<file path="src/logic/lrp_pkg.sv">
// Shared constants for the run-permit and fault supervisor link
package lrp_pkg;
  // ----------------------------------------------------------------
  // Clock and timing
  // ----------------------------------------------------------------
  localparam int CLK_PERIOD_NS = 50;
  // Power-up self check window
  localparam int CHECK_TIME_NS = 10000;
  localparam int CHECK_CYC = (CHECK_TIME_NS + CLK_PERIOD_NS - 1) / CLK_PERIOD_NS;
  // Permit release time of a fault-clear toggle
  localparam int RELEASE_TIME_NS = 1000;
  localparam int RELEASE_CYC = (RELEASE_TIME_NS + CLK_PERIOD_NS - 1) / CLK_PERIOD_NS;
  // ----------------------------------------------------------------
  // Device input synchroniser lanes
  // ----------------------------------------------------------------
  localparam int NSYNC = 6;
  localparam int SY_GATE = 0;
  localparam int SY_PERMIT = 1;
  localparam int SY_TEMP = 2;
  localparam int SY_SHUT = 3;
  localparam int SY_REFL = 4;
  localparam int SY_TERM = 5;
  // ----------------------------------------------------------------
  // Controller register map (byte addresses)
  // ----------------------------------------------------------------
  localparam logic [7:0] OFS_CTRL = 8'h00;
  localparam logic [7:0] OFS_WIDTH = 8'h04;
  localparam logic [7:0] OFS_PERIOD = 8'h08;
  localparam logic [7:0] OFS_STATUS = 8'h0C;
  localparam logic [7:0] OFS_MASK = 8'h10;
  localparam int CTRL_PERMIT = 0;
  localparam int CTRL_CLEAR = 1;
  localparam int CTRL_GATE_EN = 2;
  localparam int NEVT = 4;
  localparam int EV_STOP = 0;
  localparam int EV_EXCESS = 1;
  localparam int EV_REFL = 2;
  localparam int EV_CLR_DONE = 3;
  localparam int LIVE_LSB = 8;
  localparam logic [15:0] WIDTH_RST = 16'h0000;
  localparam logic [15:0] PERIOD_RST = 16'h0064;
  // ----------------------------------------------------------------
  // Device states, Gray coded along check, idle, run, latch, terminal
  // ----------------------------------------------------------------
  typedef enum logic [2:0] {
    ST_CHECK = 3'b000,
    ST_IDLE = 3'b001,
    ST_RUN = 3'b011,
    ST_LATCH = 3'b010,
    ST_TERM = 3'b110
  } lrp_state_e;
endpackage

</file>
<file path="src/logic/lrp_link_if.sv">
// Real-time port between machine controller and laser supervisor
`timescale 1ns/100ps
interface lrp_link_if;
  logic output_gate_pulse;
  logic run_permit_clear;
  logic latched_stop_flag;
  logic pulse_excess_flag;
  logic reflected_power_flag;

  modport dev
  (
    input output_gate_pulse,
    input run_permit_clear,
    output latched_stop_flag,
    output pulse_excess_flag,
    output reflected_power_flag
  );

  modport ctl
  (
    output output_gate_pulse,
    output run_permit_clear,
    input latched_stop_flag,
    input pulse_excess_flag,
    input reflected_power_flag
  );
endinterface

</file>
<file path="src/logic/lrp_device.sv">
// Laser-side supervisor: permit, fault latching, pulse gating and flags
// ----------------------------------------------------------------
// Summary of operation
// - Latched fault holds shutdown until permit reset
// - Controller asserts permit after supply power-up
// - Permit input doubles as fault clear
// - Stop flag raised for every latching fault
// - Disruptive faults corrected without stopping system
// - Disruptive and latching faults on separate lines
// - Power-up check; terminal fault blocks operation
// - Terminal fault shown on stop flag
// - Temperature or shutter fault: immediate latched shutdown
// - Recovery needs cleared fault and permit toggle
// - Output gated by commanded pulse width, period
// - Excess flag when duty limit exceeded
// - Reflected flag on high reflected power
// - Warning flags only within inhibited pulse parts
// - Controller clears by release then reassert
// - Stop flag is active-high fault output
// ----------------------------------------------------------------
`timescale 1ns/100ps
module lrp_device
#(
  parameter logic [15:0] MAX_PULSE_CYC = 16'h03E8,
  parameter logic [15:0] DUTY_ON_COST = 16'h0001,
  parameter logic [15:0] DUTY_OFF_CREDIT = 16'h0001,
  parameter logic [15:0] BUCKET_MAX = 16'h0400,
  parameter int CHECK_CYC = lrp_pkg::CHECK_CYC
)
(
  input wire logic pclk,
  input wire logic presetn,
  lrp_link_if.dev link,
  input wire logic overtemp_in,
  input wire logic shutter_in,
  input wire logic refl_high_in,
  input wire logic terminal_in,
  output logic laser_out,
  output logic run_active
);
  // ----------------------------------------------------------------
  // Input synchronisers
  // ----------------------------------------------------------------
  logic [lrp_pkg::NSYNC-1:0] pins;
  logic [lrp_pkg::NSYNC-1:0] sync1;
  logic [lrp_pkg::NSYNC-1:0] sync2;
  logic [lrp_pkg::NSYNC-1:0] sync3;
  logic [lrp_pkg::NSYNC-1:0] clean;
  logic permit_q;
  logic permit_rise;
  logic gate;
  logic latch_src;

  assign pins = {terminal_in, refl_high_in, shutter_in, overtemp_in,
                 link.run_permit_clear, link.output_gate_pulse};

  always_ff @(posedge pclk or negedge presetn)
  begin
    if (!presetn)
    begin
      sync1 <= '0;
      sync2 <= '0;
      sync3 <= '0;
      clean <= '0;
    end
    else
    begin
      sync1 <= pins;
      sync2 <= sync1;
      sync3 <= sync2;
      for (int i = 0; i < lrp_pkg::NSYNC; i++)
      begin
        if (sync2[i] == sync3[i])
          clean[i] <= sync3[i];
      end
    end
  end

  always_ff @(posedge pclk or negedge presetn)
  begin
    if (!presetn)
      permit_q <= 1'b0;
    else
      permit_q <= clean[lrp_pkg::SY_PERMIT];
  end

  assign permit_rise = clean[lrp_pkg::SY_PERMIT] & ~permit_q;
  assign gate = clean[lrp_pkg::SY_GATE];
  assign latch_src = clean[lrp_pkg::SY_TEMP] | clean[lrp_pkg::SY_SHUT];

  // ----------------------------------------------------------------
  // Run state
  // ----------------------------------------------------------------
  lrp_pkg::lrp_state_e state;
  lrp_pkg::lrp_state_e next_state;
  logic [15:0] check_cnt;
  logic check_done;

  assign check_done = (check_cnt == 16'(CHECK_CYC - 1));

  always_ff @(posedge pclk or negedge presetn)
  begin
    if (!presetn)
      check_cnt <= '0;
    else if (state == lrp_pkg::ST_CHECK && !check_done)
      check_cnt <= check_cnt + 16'h0001;
  end

  always_comb
  begin
    next_state = state;
    case (state)
      lrp_pkg::ST_CHECK:
      begin
        if (check_done)
          next_state = clean[lrp_pkg::SY_TERM] ? lrp_pkg::ST_TERM : lrp_pkg::ST_IDLE;
      end
      lrp_pkg::ST_IDLE:
      begin
        // no operation without a fresh permit
        if (latch_src)
          next_state = lrp_pkg::ST_LATCH;
        else if (permit_rise)
          next_state = lrp_pkg::ST_RUN;
      end
      lrp_pkg::ST_RUN:
      begin
        if (latch_src)
          next_state = lrp_pkg::ST_LATCH;
        else if (!clean[lrp_pkg::SY_PERMIT])
          next_state = lrp_pkg::ST_IDLE;
      end
      lrp_pkg::ST_LATCH:
      begin
        // clear only by toggle with fault gone
        if (permit_rise && !latch_src)
          next_state = lrp_pkg::ST_RUN;
      end
      lrp_pkg::ST_TERM:
        next_state = lrp_pkg::ST_TERM;
      default:
        next_state = lrp_pkg::ST_CHECK;
    endcase
  end

  always_ff @(posedge pclk or negedge presetn)
  begin
    if (!presetn)
      state <= lrp_pkg::ST_CHECK;
    else
      state <= next_state;
  end

  // ----------------------------------------------------------------
  // Pulse gating and disruptive protection
  // ----------------------------------------------------------------
  logic [15:0] width_cnt;
  logic [15:0] bucket;
  logic [16:0] bucket_up;
  logic over_width;
  logic duty_over;
  logic excess;
  logic refl;
  logic running;
  logic next_laser;

  assign running = (next_state == lrp_pkg::ST_RUN);
  assign over_width = (width_cnt >= MAX_PULSE_CYC);
  assign duty_over = (bucket >= BUCKET_MAX);
  assign excess = gate & running & (over_width | duty_over);
  assign refl = gate & running & clean[lrp_pkg::SY_REFL];
  assign next_laser = gate & running & ~excess & ~refl;
  assign bucket_up = {1'b0, bucket} + {1'b0, DUTY_ON_COST};

  always_ff @(posedge pclk or negedge presetn)
  begin
    if (!presetn)
      width_cnt <= '0;
    else if (!gate)
      width_cnt <= '0;
    else if (!over_width)
      width_cnt <= width_cnt + 16'h0001;
  end

  // duty limit self-corrects: inhibit drains the bucket
  always_ff @(posedge pclk or negedge presetn)
  begin
    if (!presetn)
      bucket <= '0;
    else if (next_laser)
      bucket <= (bucket_up > {1'b0, BUCKET_MAX}) ? BUCKET_MAX : bucket_up[15:0];
    else if (bucket > DUTY_OFF_CREDIT)
      bucket <= bucket - DUTY_OFF_CREDIT;
    else
      bucket <= '0;
  end

  // ----------------------------------------------------------------
  // Outputs
  // ----------------------------------------------------------------
  always_ff @(posedge pclk or negedge presetn)
  begin
    if (!presetn)
    begin
      laser_out <= 1'b0;
      run_active <= 1'b0;
      link.pulse_excess_flag <= 1'b0;
      link.reflected_power_flag <= 1'b0;
    end
    else
    begin
      laser_out <= next_laser;
      run_active <= running;
      // separate flags, only in inhibited part
      link.pulse_excess_flag <= excess;
      link.reflected_power_flag <= refl;
    end
  end

  // Stop flag rises on the same edge that turns the output off
  always_ff @(posedge pclk or negedge presetn)
  begin
    if (!presetn)
      link.latched_stop_flag <= 1'b0;
    else
      // active-high stop for latch or terminal
      link.latched_stop_flag <= (next_state == lrp_pkg::ST_LATCH) ||
                                (next_state == lrp_pkg::ST_TERM);
  end
endmodule

</file>
<file path="src/flat_wrapper.sv">
// flat-port wrapper written by rule: the top's interface ports become plain ports
module lrp_device_flat 
#(
  parameter logic [15:0] MAX_PULSE_CYC = 16'h03E8,
  parameter logic [15:0] DUTY_ON_COST = 16'h0001,
  parameter logic [15:0] DUTY_OFF_CREDIT = 16'h0001,
  parameter logic [15:0] BUCKET_MAX = 16'h0400,
  parameter int CHECK_CYC = lrp_pkg::CHECK_CYC
)
  (pclk, presetn, overtemp_in, shutter_in, refl_high_in, terminal_in, laser_out, run_active, link_output_gate_pulse, link_run_permit_clear, link_latched_stop_flag, link_pulse_excess_flag, link_reflected_power_flag);
  lrp_link_if link_i ();
  input wire logic pclk;
  input wire logic presetn;
  input wire logic overtemp_in;
  input wire logic shutter_in;
  input wire logic refl_high_in;
  input wire logic terminal_in;
  output logic laser_out;
  output logic run_active;
  input wire logic [$bits(link_i.output_gate_pulse)-1:0] link_output_gate_pulse;
  input wire logic [$bits(link_i.run_permit_clear)-1:0] link_run_permit_clear;
  output wire logic [$bits(link_i.latched_stop_flag)-1:0] link_latched_stop_flag;
  output wire logic [$bits(link_i.pulse_excess_flag)-1:0] link_pulse_excess_flag;
  output wire logic [$bits(link_i.reflected_power_flag)-1:0] link_reflected_power_flag;
  assign link_i.output_gate_pulse = link_output_gate_pulse;
  assign link_i.run_permit_clear = link_run_permit_clear;
  assign link_latched_stop_flag = link_i.latched_stop_flag;
  assign link_pulse_excess_flag = link_i.pulse_excess_flag;
  assign link_reflected_power_flag = link_i.reflected_power_flag;
  lrp_device #(.MAX_PULSE_CYC(MAX_PULSE_CYC), .DUTY_ON_COST(DUTY_ON_COST), .DUTY_OFF_CREDIT(DUTY_OFF_CREDIT), .BUCKET_MAX(BUCKET_MAX), .CHECK_CYC(CHECK_CYC)) u_core (.pclk(pclk), .presetn(presetn), .link(link_i), .overtemp_in(overtemp_in), .shutter_in(shutter_in), .refl_high_in(refl_high_in), .terminal_in(terminal_in), .laser_out(laser_out), .run_active(run_active));
endmodule
</file>
<file path="config.mk">
export PLATFORM = sky130hd
export DESIGN_NAME = lrp_device_flat
export DESIGN_NICKNAME = d
export VERILOG_FILES = /design/src/logic/lrp_pkg.sv /design/src/logic/lrp_link_if.sv /design/src/logic/lrp_device.sv /design/src/flat_wrapper.sv
export SDC_FILE = /design/constraint.sdc
export NUM_CORES = 1
export LEC_CHECK = 0
export BUFFER_PORTS_ARGS = -buffer_cell sky130_fd_sc_hd__buf_2
export CAP_MARGIN = 15
export CORE_MARGIN = 10
export CORE_UTILIZATION = 30
export CTS_CLUSTER_SIZE = 14
export DETAILED_ROUTE_END_ITERATION = 10
export GPL_ROUTABILITY_DRIVEN = 0
export PLACE_DENSITY_LB_ADDON = 0.08
export SLEW_MARGIN = 10
export SYNTH_ARGS = -nofsm -noshare
export SYNTH_HDL_FRONTEND = slang
export SYNTH_SLANG_ARGS = --single-unit
</file>
<file path="constraint.sdc">
create_clock -name pclk -period 5.6 [get_ports pclk]
set_input_delay 1.4 -clock pclk [delete_from_list [all_inputs] [get_ports pclk]]
set_output_delay 1.4 -clock pclk [all_outputs]
set_load 0.02 [all_outputs]
</file>
==> impl_metrics.yaml, run 1 <==
detailed_routing:
  wire_per_inst_um: 13.9
  vias: 2510
  drt_wl_total_mm: 7.50
  first_pass_iters: 5
  antenna_left: 0
  dr.first_iter.drc_count: 163
  via_per_inst: 4.67
  drcViolationCount: 0
grt:
  overflow: 0
  grt_pass1_wl_mm: 13.0
  grt_pass1_vias: 2497
  grt_max_degree: 66
  antenna_found_initial: 0
  grt_usage: 0.0913
sta:
  rsz0062_at_grt: "no"
  drv_slew: 0
  min_period_over_period: 0.524
  skew_ns: 0.00913
  hold_viol_final: 0
  max_slew_margin: 0.293
  setup_violations: 0
  fmax_mhz: 341
  tightest_slew_ns: 1.05
  timing.final.crit_period_ns: 2.93
  setup_tns_ns: 0
layout:
  antenna_cells: 0
  fin_nets: 379
  post-route-util: 0.353
  fin_cells: 538
  area_growth_pct: 14.0
  drive_gt1_frac: 0.122
worst_setup_path:
  crit_chain: "nor4_4 -> nand4_1 -> o31a_1 -> nor4_2 -> o21ai_0 -> o211ai_1"
  slowest_stage: "nor4_2"
  r2r.worst_path.cells: 6
  path_delay_family: "simple AND/OR/NAND/NOR gates"
  worstPathMaxFanout: 11
  crit_buf_inv: 0
  crit_path_start_kind: "register"
  arrival_ns: 3.18
  max_stage_delay_ns: 0.93
  required_ns: 5.85
  worstSetupPathType: "register to register"
  cp.depth: 6
  crit_path_end_kind: "register"
clocking:
  post_cts_buffers: 0
  htree_levels: 3
  cts_made_buffers: 9
  clk-insertion-delay-late_ns: 0.33
  cts_num_sinks: 81
  clockRootBuffer: "clkbuf_16"
  cts_hold_buf: 0
  ctsResizeCount: 0
  clockBufferDepth: 2
  cts_tree: "built"
  path_clk_slew_ns: 0.07
run_status:
  status: "completed"
synth:
  syn_inst: 356
  yosys-top-cells-area: "dfrtp_1 (54%), xnor2_1 (4.4%), nor2_1 (4.4%)"
  yosys.area.top_type: "dfrtp_1"
  synth-seq-area-share: 0.539
  ys_async_sr_fraction: 1.00
  synth-edff-count: 0
  yosysWarningCount: 0
  ys.flop_type: "dfrtp_1"
  syn_nets: 370
  ys_types: 50
  syn_area_mm2: 0.00376
  synth-seq-cells: 81
  synth_common_cells: "dfrtp_1 (81), nor2_1 (44), nand2_1 (28), xnor2_1 (19), nand3_1 (18)"
  netlist.area_leader.share: 0.539
  syn_area_per_cell_um2: 10.6
  synth.most_common_cell: "dfrtp_1"
placed_design:
  hpwl_mm: 5.16
  io_buffers: 12
  dp.cells: 522
power_and_ir_drop:
  cellPowerDensity_mw_per_mm2: 293
  p_leak_nw: 1.95
  vdd_drop_max_mv: 0.141
floorplan:
  initial_core_util: 0.309
  row_count: 40
  ios: 13
  fp.dieW_um: 132
  die_y_um: 132
  core_mm2: 0.0122
  dieArea_mm2: 0.0174
min_path:
  hold_class: "register to register"
  worst_hold_path.num_cells: 0
job:
  cap_viol_max_count: 0
through the flow:
stage,area [um^2],hold slack (ns),total power [mW],worst slack [ns]
6_report,4290,0.349,1.26,2.67
4_1_cts,4290,0.350,1.28,2.61
5_1_grt,4290,0.357,1.31,2.37
3_5_place_dp,3980,0.335,0.657,2.67
3_3_place_gp,3980,0.332,0.656,2.78
2_1_floorplan,3760,0.331,0.635,3.33
layout make-up:
type | count | area [um^2]
timing repair buffer | 13 | 70.1
clock buffer | 11 | 253
tap | 168 | 210
fill | 1230 | 7870
inverter | 12 | 45.0
multi-input combinational | 248 | 1620
sequential | 81 | 2030
clock inverter | 5 | 63.8
final timing paths:
path	start	end	slack, ns
worst min-delay path	u_core.sync1[3]$_DFF_PN0_	u_core.sync2[3]$_DFF_PN0_	0.35
max in group asynchronous	presetn	u_core.clean[3]$_DFFE_PN0N_	3.56
worst min register to register	u_core.sync1[3]$_DFF_PN0_	u_core.sync2[3]$_DFF_PN0_	0.35
worst max register to register	u_core.check_cnt[5]$_DFFE_PN0P_	u_core.bucket[3]$_DFF_PN0_	2.67
min in group asynchronous	presetn	u_core.bucket[11]$_DFF_PN0_	0.93
worst max-delay path	u_core.check_cnt[5]$_DFFE_PN0P_	u_core.bucket[3]$_DFF_PN0_	2.67
sequential cells by signal, indices dropped and copies added (netlist names), 3 cells and up:
name and cells:
u_core.bucket 16, u_core.check_cnt 16, u_core.width_cnt 16, u_core.clean 6, u_core.sync1 6, u_core.sync2 6
u_core.sync3 6, u_core.state 3
cells in the final DEF, fill, tap and decap left out, types with 2 or more instances in the layout:
cell and count:
dfrtp_1 81, nor2_1 44, nand2_1 28, xnor2_1 19, nand3_1 18, xor2_1 14, inv_1 12, a21oi_1 12
nand4_1 11, and3_1 11, buf_2 11, nor3_1 9, clkbuf_16 9, o21ai_0 8, or3_1 7, maj3_1 6
ha_1 6, o211ai_1 5, and2_1 5, mux2i_1 5, and4_1 4, mux2_2 4, clkinv_4 3, nor4_4 2
nor4_2 2, nor4_1 2, o211a_1 2, or2_2 2, clkbuf_8 2, buf_4 2
kinds of logic (layout without fill, tap and decap cells):
| family | after synthesis | in the layout | synth area share |
|---|---|---|---|
| muxes | 10 | 10 | 0.0322 |
| AOI/OAI and AO/OA | 39 | 39 | 0.0688 |
| adders and majority gates | 12 | 12 | 0.0359 |
| DFF | 81 | 81 | 0.539 |
| buffers and inverters | 27 | 41 | 0.0319 |
| and+or+nand+nor | 154 | 154 | 0.216 |
| xor gates and xnor gates | 33 | 33 | 0.0768 |
routing by layer:
| metal | GRT usage | part of all wire | vias to the layer above |
|---|---|---|---|
| met5 | 0 | 0 | - |
| met1 | 0.129 | 0.53 | 1201 |
| met4 | 0.0315 | 0.0095 | 0 |
| met3 | 0.0274 | 0.031 | 6 |
| met2 | 0.127 | 0.43 | 36 |
| li1 | - | - | 1267 |
power by group:
part | total [mW] | switching [mW] | internal, mW
combinational | 0.0321 | 0.0217 | 0.0104
sequential | 0.612 | 0.0119 | 0.600
clock | 0.612 | 0.240 | 0.372
Power figures use the tool's default switching activity.
==> run 2: changes to the inputs <==
- clock period: 5.6 -> 2.65 ns (I/O delays scaled with it)
==> run 2 against run 1 <==
Effect of this change: sequential cell count unchanged; critical path depth up 1; worst setup slack worse by 2.4 ns; critical path type unchanged; largest cell class unchanged; highest routed layer unchanged.
==> impl_metrics.yaml, run 2 (synthesized netlist as in run 1, its figures left out) <==
grt:
  overflow: 0
  grt_usage: 0.0955
  grt_pass1_wl_mm: 13.6
  grt_max_degree: 82
  antenna_found_initial: 0
  grt_pass1_vias: 2672
clocking:
  path_clk_slew_ns: 0.07
  cts_hold_buf: 0
  clockRootBuffer: "clkbuf_16"
  cts_tree: "built"
  cts_made_buffers: 9
  post_cts_buffers: 0
  clockBufferDepth: 2
  htree_levels: 3
  ctsResizeCount: 0
  cts_num_sinks: 81
  clk-insertion-delay-late_ns: 0.34
detailed_routing:
  dr.first_iter.drc_count: 126
  first_pass_iters: 4
  drcViolationCount: 0
  vias: 2580
  via_per_inst: 4.67
  antenna_left: 0
  drt_wl_total_mm: 7.93
  wire_per_inst_um: 14.4
layout:
  fin_cells: 552
  antenna_cells: 0
  area_growth_pct: 17.0
  post-route-util: 0.362
  reg.largest.list: "u_core.bucket (16), u_core.check_cnt (16), u_core.width_cnt (16)"
  fin_nets: 393
  final_cell_area_mm2: 0.00440
  n_fill_cell: 1215
  final_cell_mix: "dfrtp_1 (81), nor2_1 (44), nand2_1 (28)"
  drive_gt1_frac: 0.156
  final_common_cell: "dfrtp_1"
worst_setup_path:
  crit_path_end_kind: "register"
  startpoint: "u_core.check_cnt[0]$_DFFE_PN0P_"
  worstSetupPathType: "register to register"
  crit_path_start_kind: "register"
  worstPathMaxFanout: 9
  required_ns: 2.92
  arrival_ns: 2.67
  rr_startpoint: "u_core.check_cnt[0]$_DFFE_PN0P_"
job:
  cap_viol_max_count: 0
floorplan:
  ios: 13
  initial_core_util: 0.309
  die_y_um: 132
  core_mm2: 0.0122
  dieArea_mm2: 0.0174
  fp.dieW_um: 132
  row_count: 40
sta:
  drv_slew: 0
  fmax_mhz: 417
  setup_violations: 0
  max_slew_margin: 0.583
  hold_viol_final: 0
  tightest_slew_ns: 0.619
  timing.final.crit_period_ns: 2.40
  rsz0062_at_grt: "no"
  skew_ns: 0.00961
  min_period_over_period: 0.906
  setup_tns_ns: 0
placed_design:
  io_buffers: 12
  dpl_cell_area_mm2: 0.00409
  dp.cells: 536
  hpwl_mm: 5.37
run_status:
  status: "completed"
power_and_ir_drop:
  switching_power_mw: 0.612
  p_leak_nw: 2.00
  switching_share: 0.231
  seq_power_share: 0.488
  power_frac_comb: 0.030
  cellPowerDensity_mw_per_mm2: 601
  power.internal_mw: 2.03
  clockPowerShare: 0.482
  vdd_drop_max_mv: 0.309
min_path:
  hold_class: "primary input to asynchronous set/reset pin"
==> run 2: per-layer routing <==
layer / wire length (um) / vias up / GRT usage
met5: 0 / - / 0
met1: 4030 / 1249 / 0.129
met3: 314 / 9 / 0.0297
li1: - / 1285 / -
met2: 3480 / 37 / 0.140
met4: 115 / 0 / 0.0334
==> run 2: critical path, stage by stage (launching register included) <==
cell and delay (ns):
dfrtp_1 0.38, ha_1 0.22, and4_1 0.21, nand4_1 0.11, o31a_1 0.35, or4_4 0.62
or3_1 0.39, o21ai_2 0.06
==> run 2: worst paths after layout <==
check / to / slack (ns) / cells past startpoint
max in group asynchronous: u_core.sync1[4]$_DFF_PN0_ / 1.96 / 2
min in group pclk: u_core.sync2[4]$_DFF_PN0_ / 0.35 / 0
min: u_core.bucket[1]$_DFF_PN0_ / 0.33 / 2
max reg2reg: u_core.bucket[8]$_DFF_PN0_ / 0.25 / 7
max: u_core.bucket[8]$_DFF_PN0_ / 0.25 / 7
min reg2reg: u_core.sync2[4]$_DFF_PN0_ / 0.35 / 0
==> run 2: final cells by class <==
class	instances	area, um^2	area share
flip-flops and latches	81	2030	0.460
well taps	168	210	0.0477
repair buffers	27	188	0.0426
multi-input cells	248	1630	0.370
inverters	12	45.0	0.0102
clock buffers	9	225	0.0512
clock inverters	7	77.6	0.0176
==> run 2: power by group through the flow <==
stage	combinational, mW	clock, mW	sequential (mW)
5_1_grt	0.0924	1.37	1.29
6_report	0.0791	1.28	1.29
3_3_place_gp	0.0821	0	1.31
2_1_floorplan	0.0353	0	1.31
4_1_cts	0.0835	1.33	1.29
3_5_place_dp	0.0833	0	1.31
==> run 2: metrics by stage <==
step	hold slack (ns)	worst slack (ns)	power, mW
final	0.332	0.250	2.64
after global placement	0.332	0.133	1.40
after floorplan	0.331	0.380	1.34
after global routing	0.359	0.0355	2.76
after detailed placement	0.336	0.0966	1.40
after CTS	0.348	0.0838	2.71
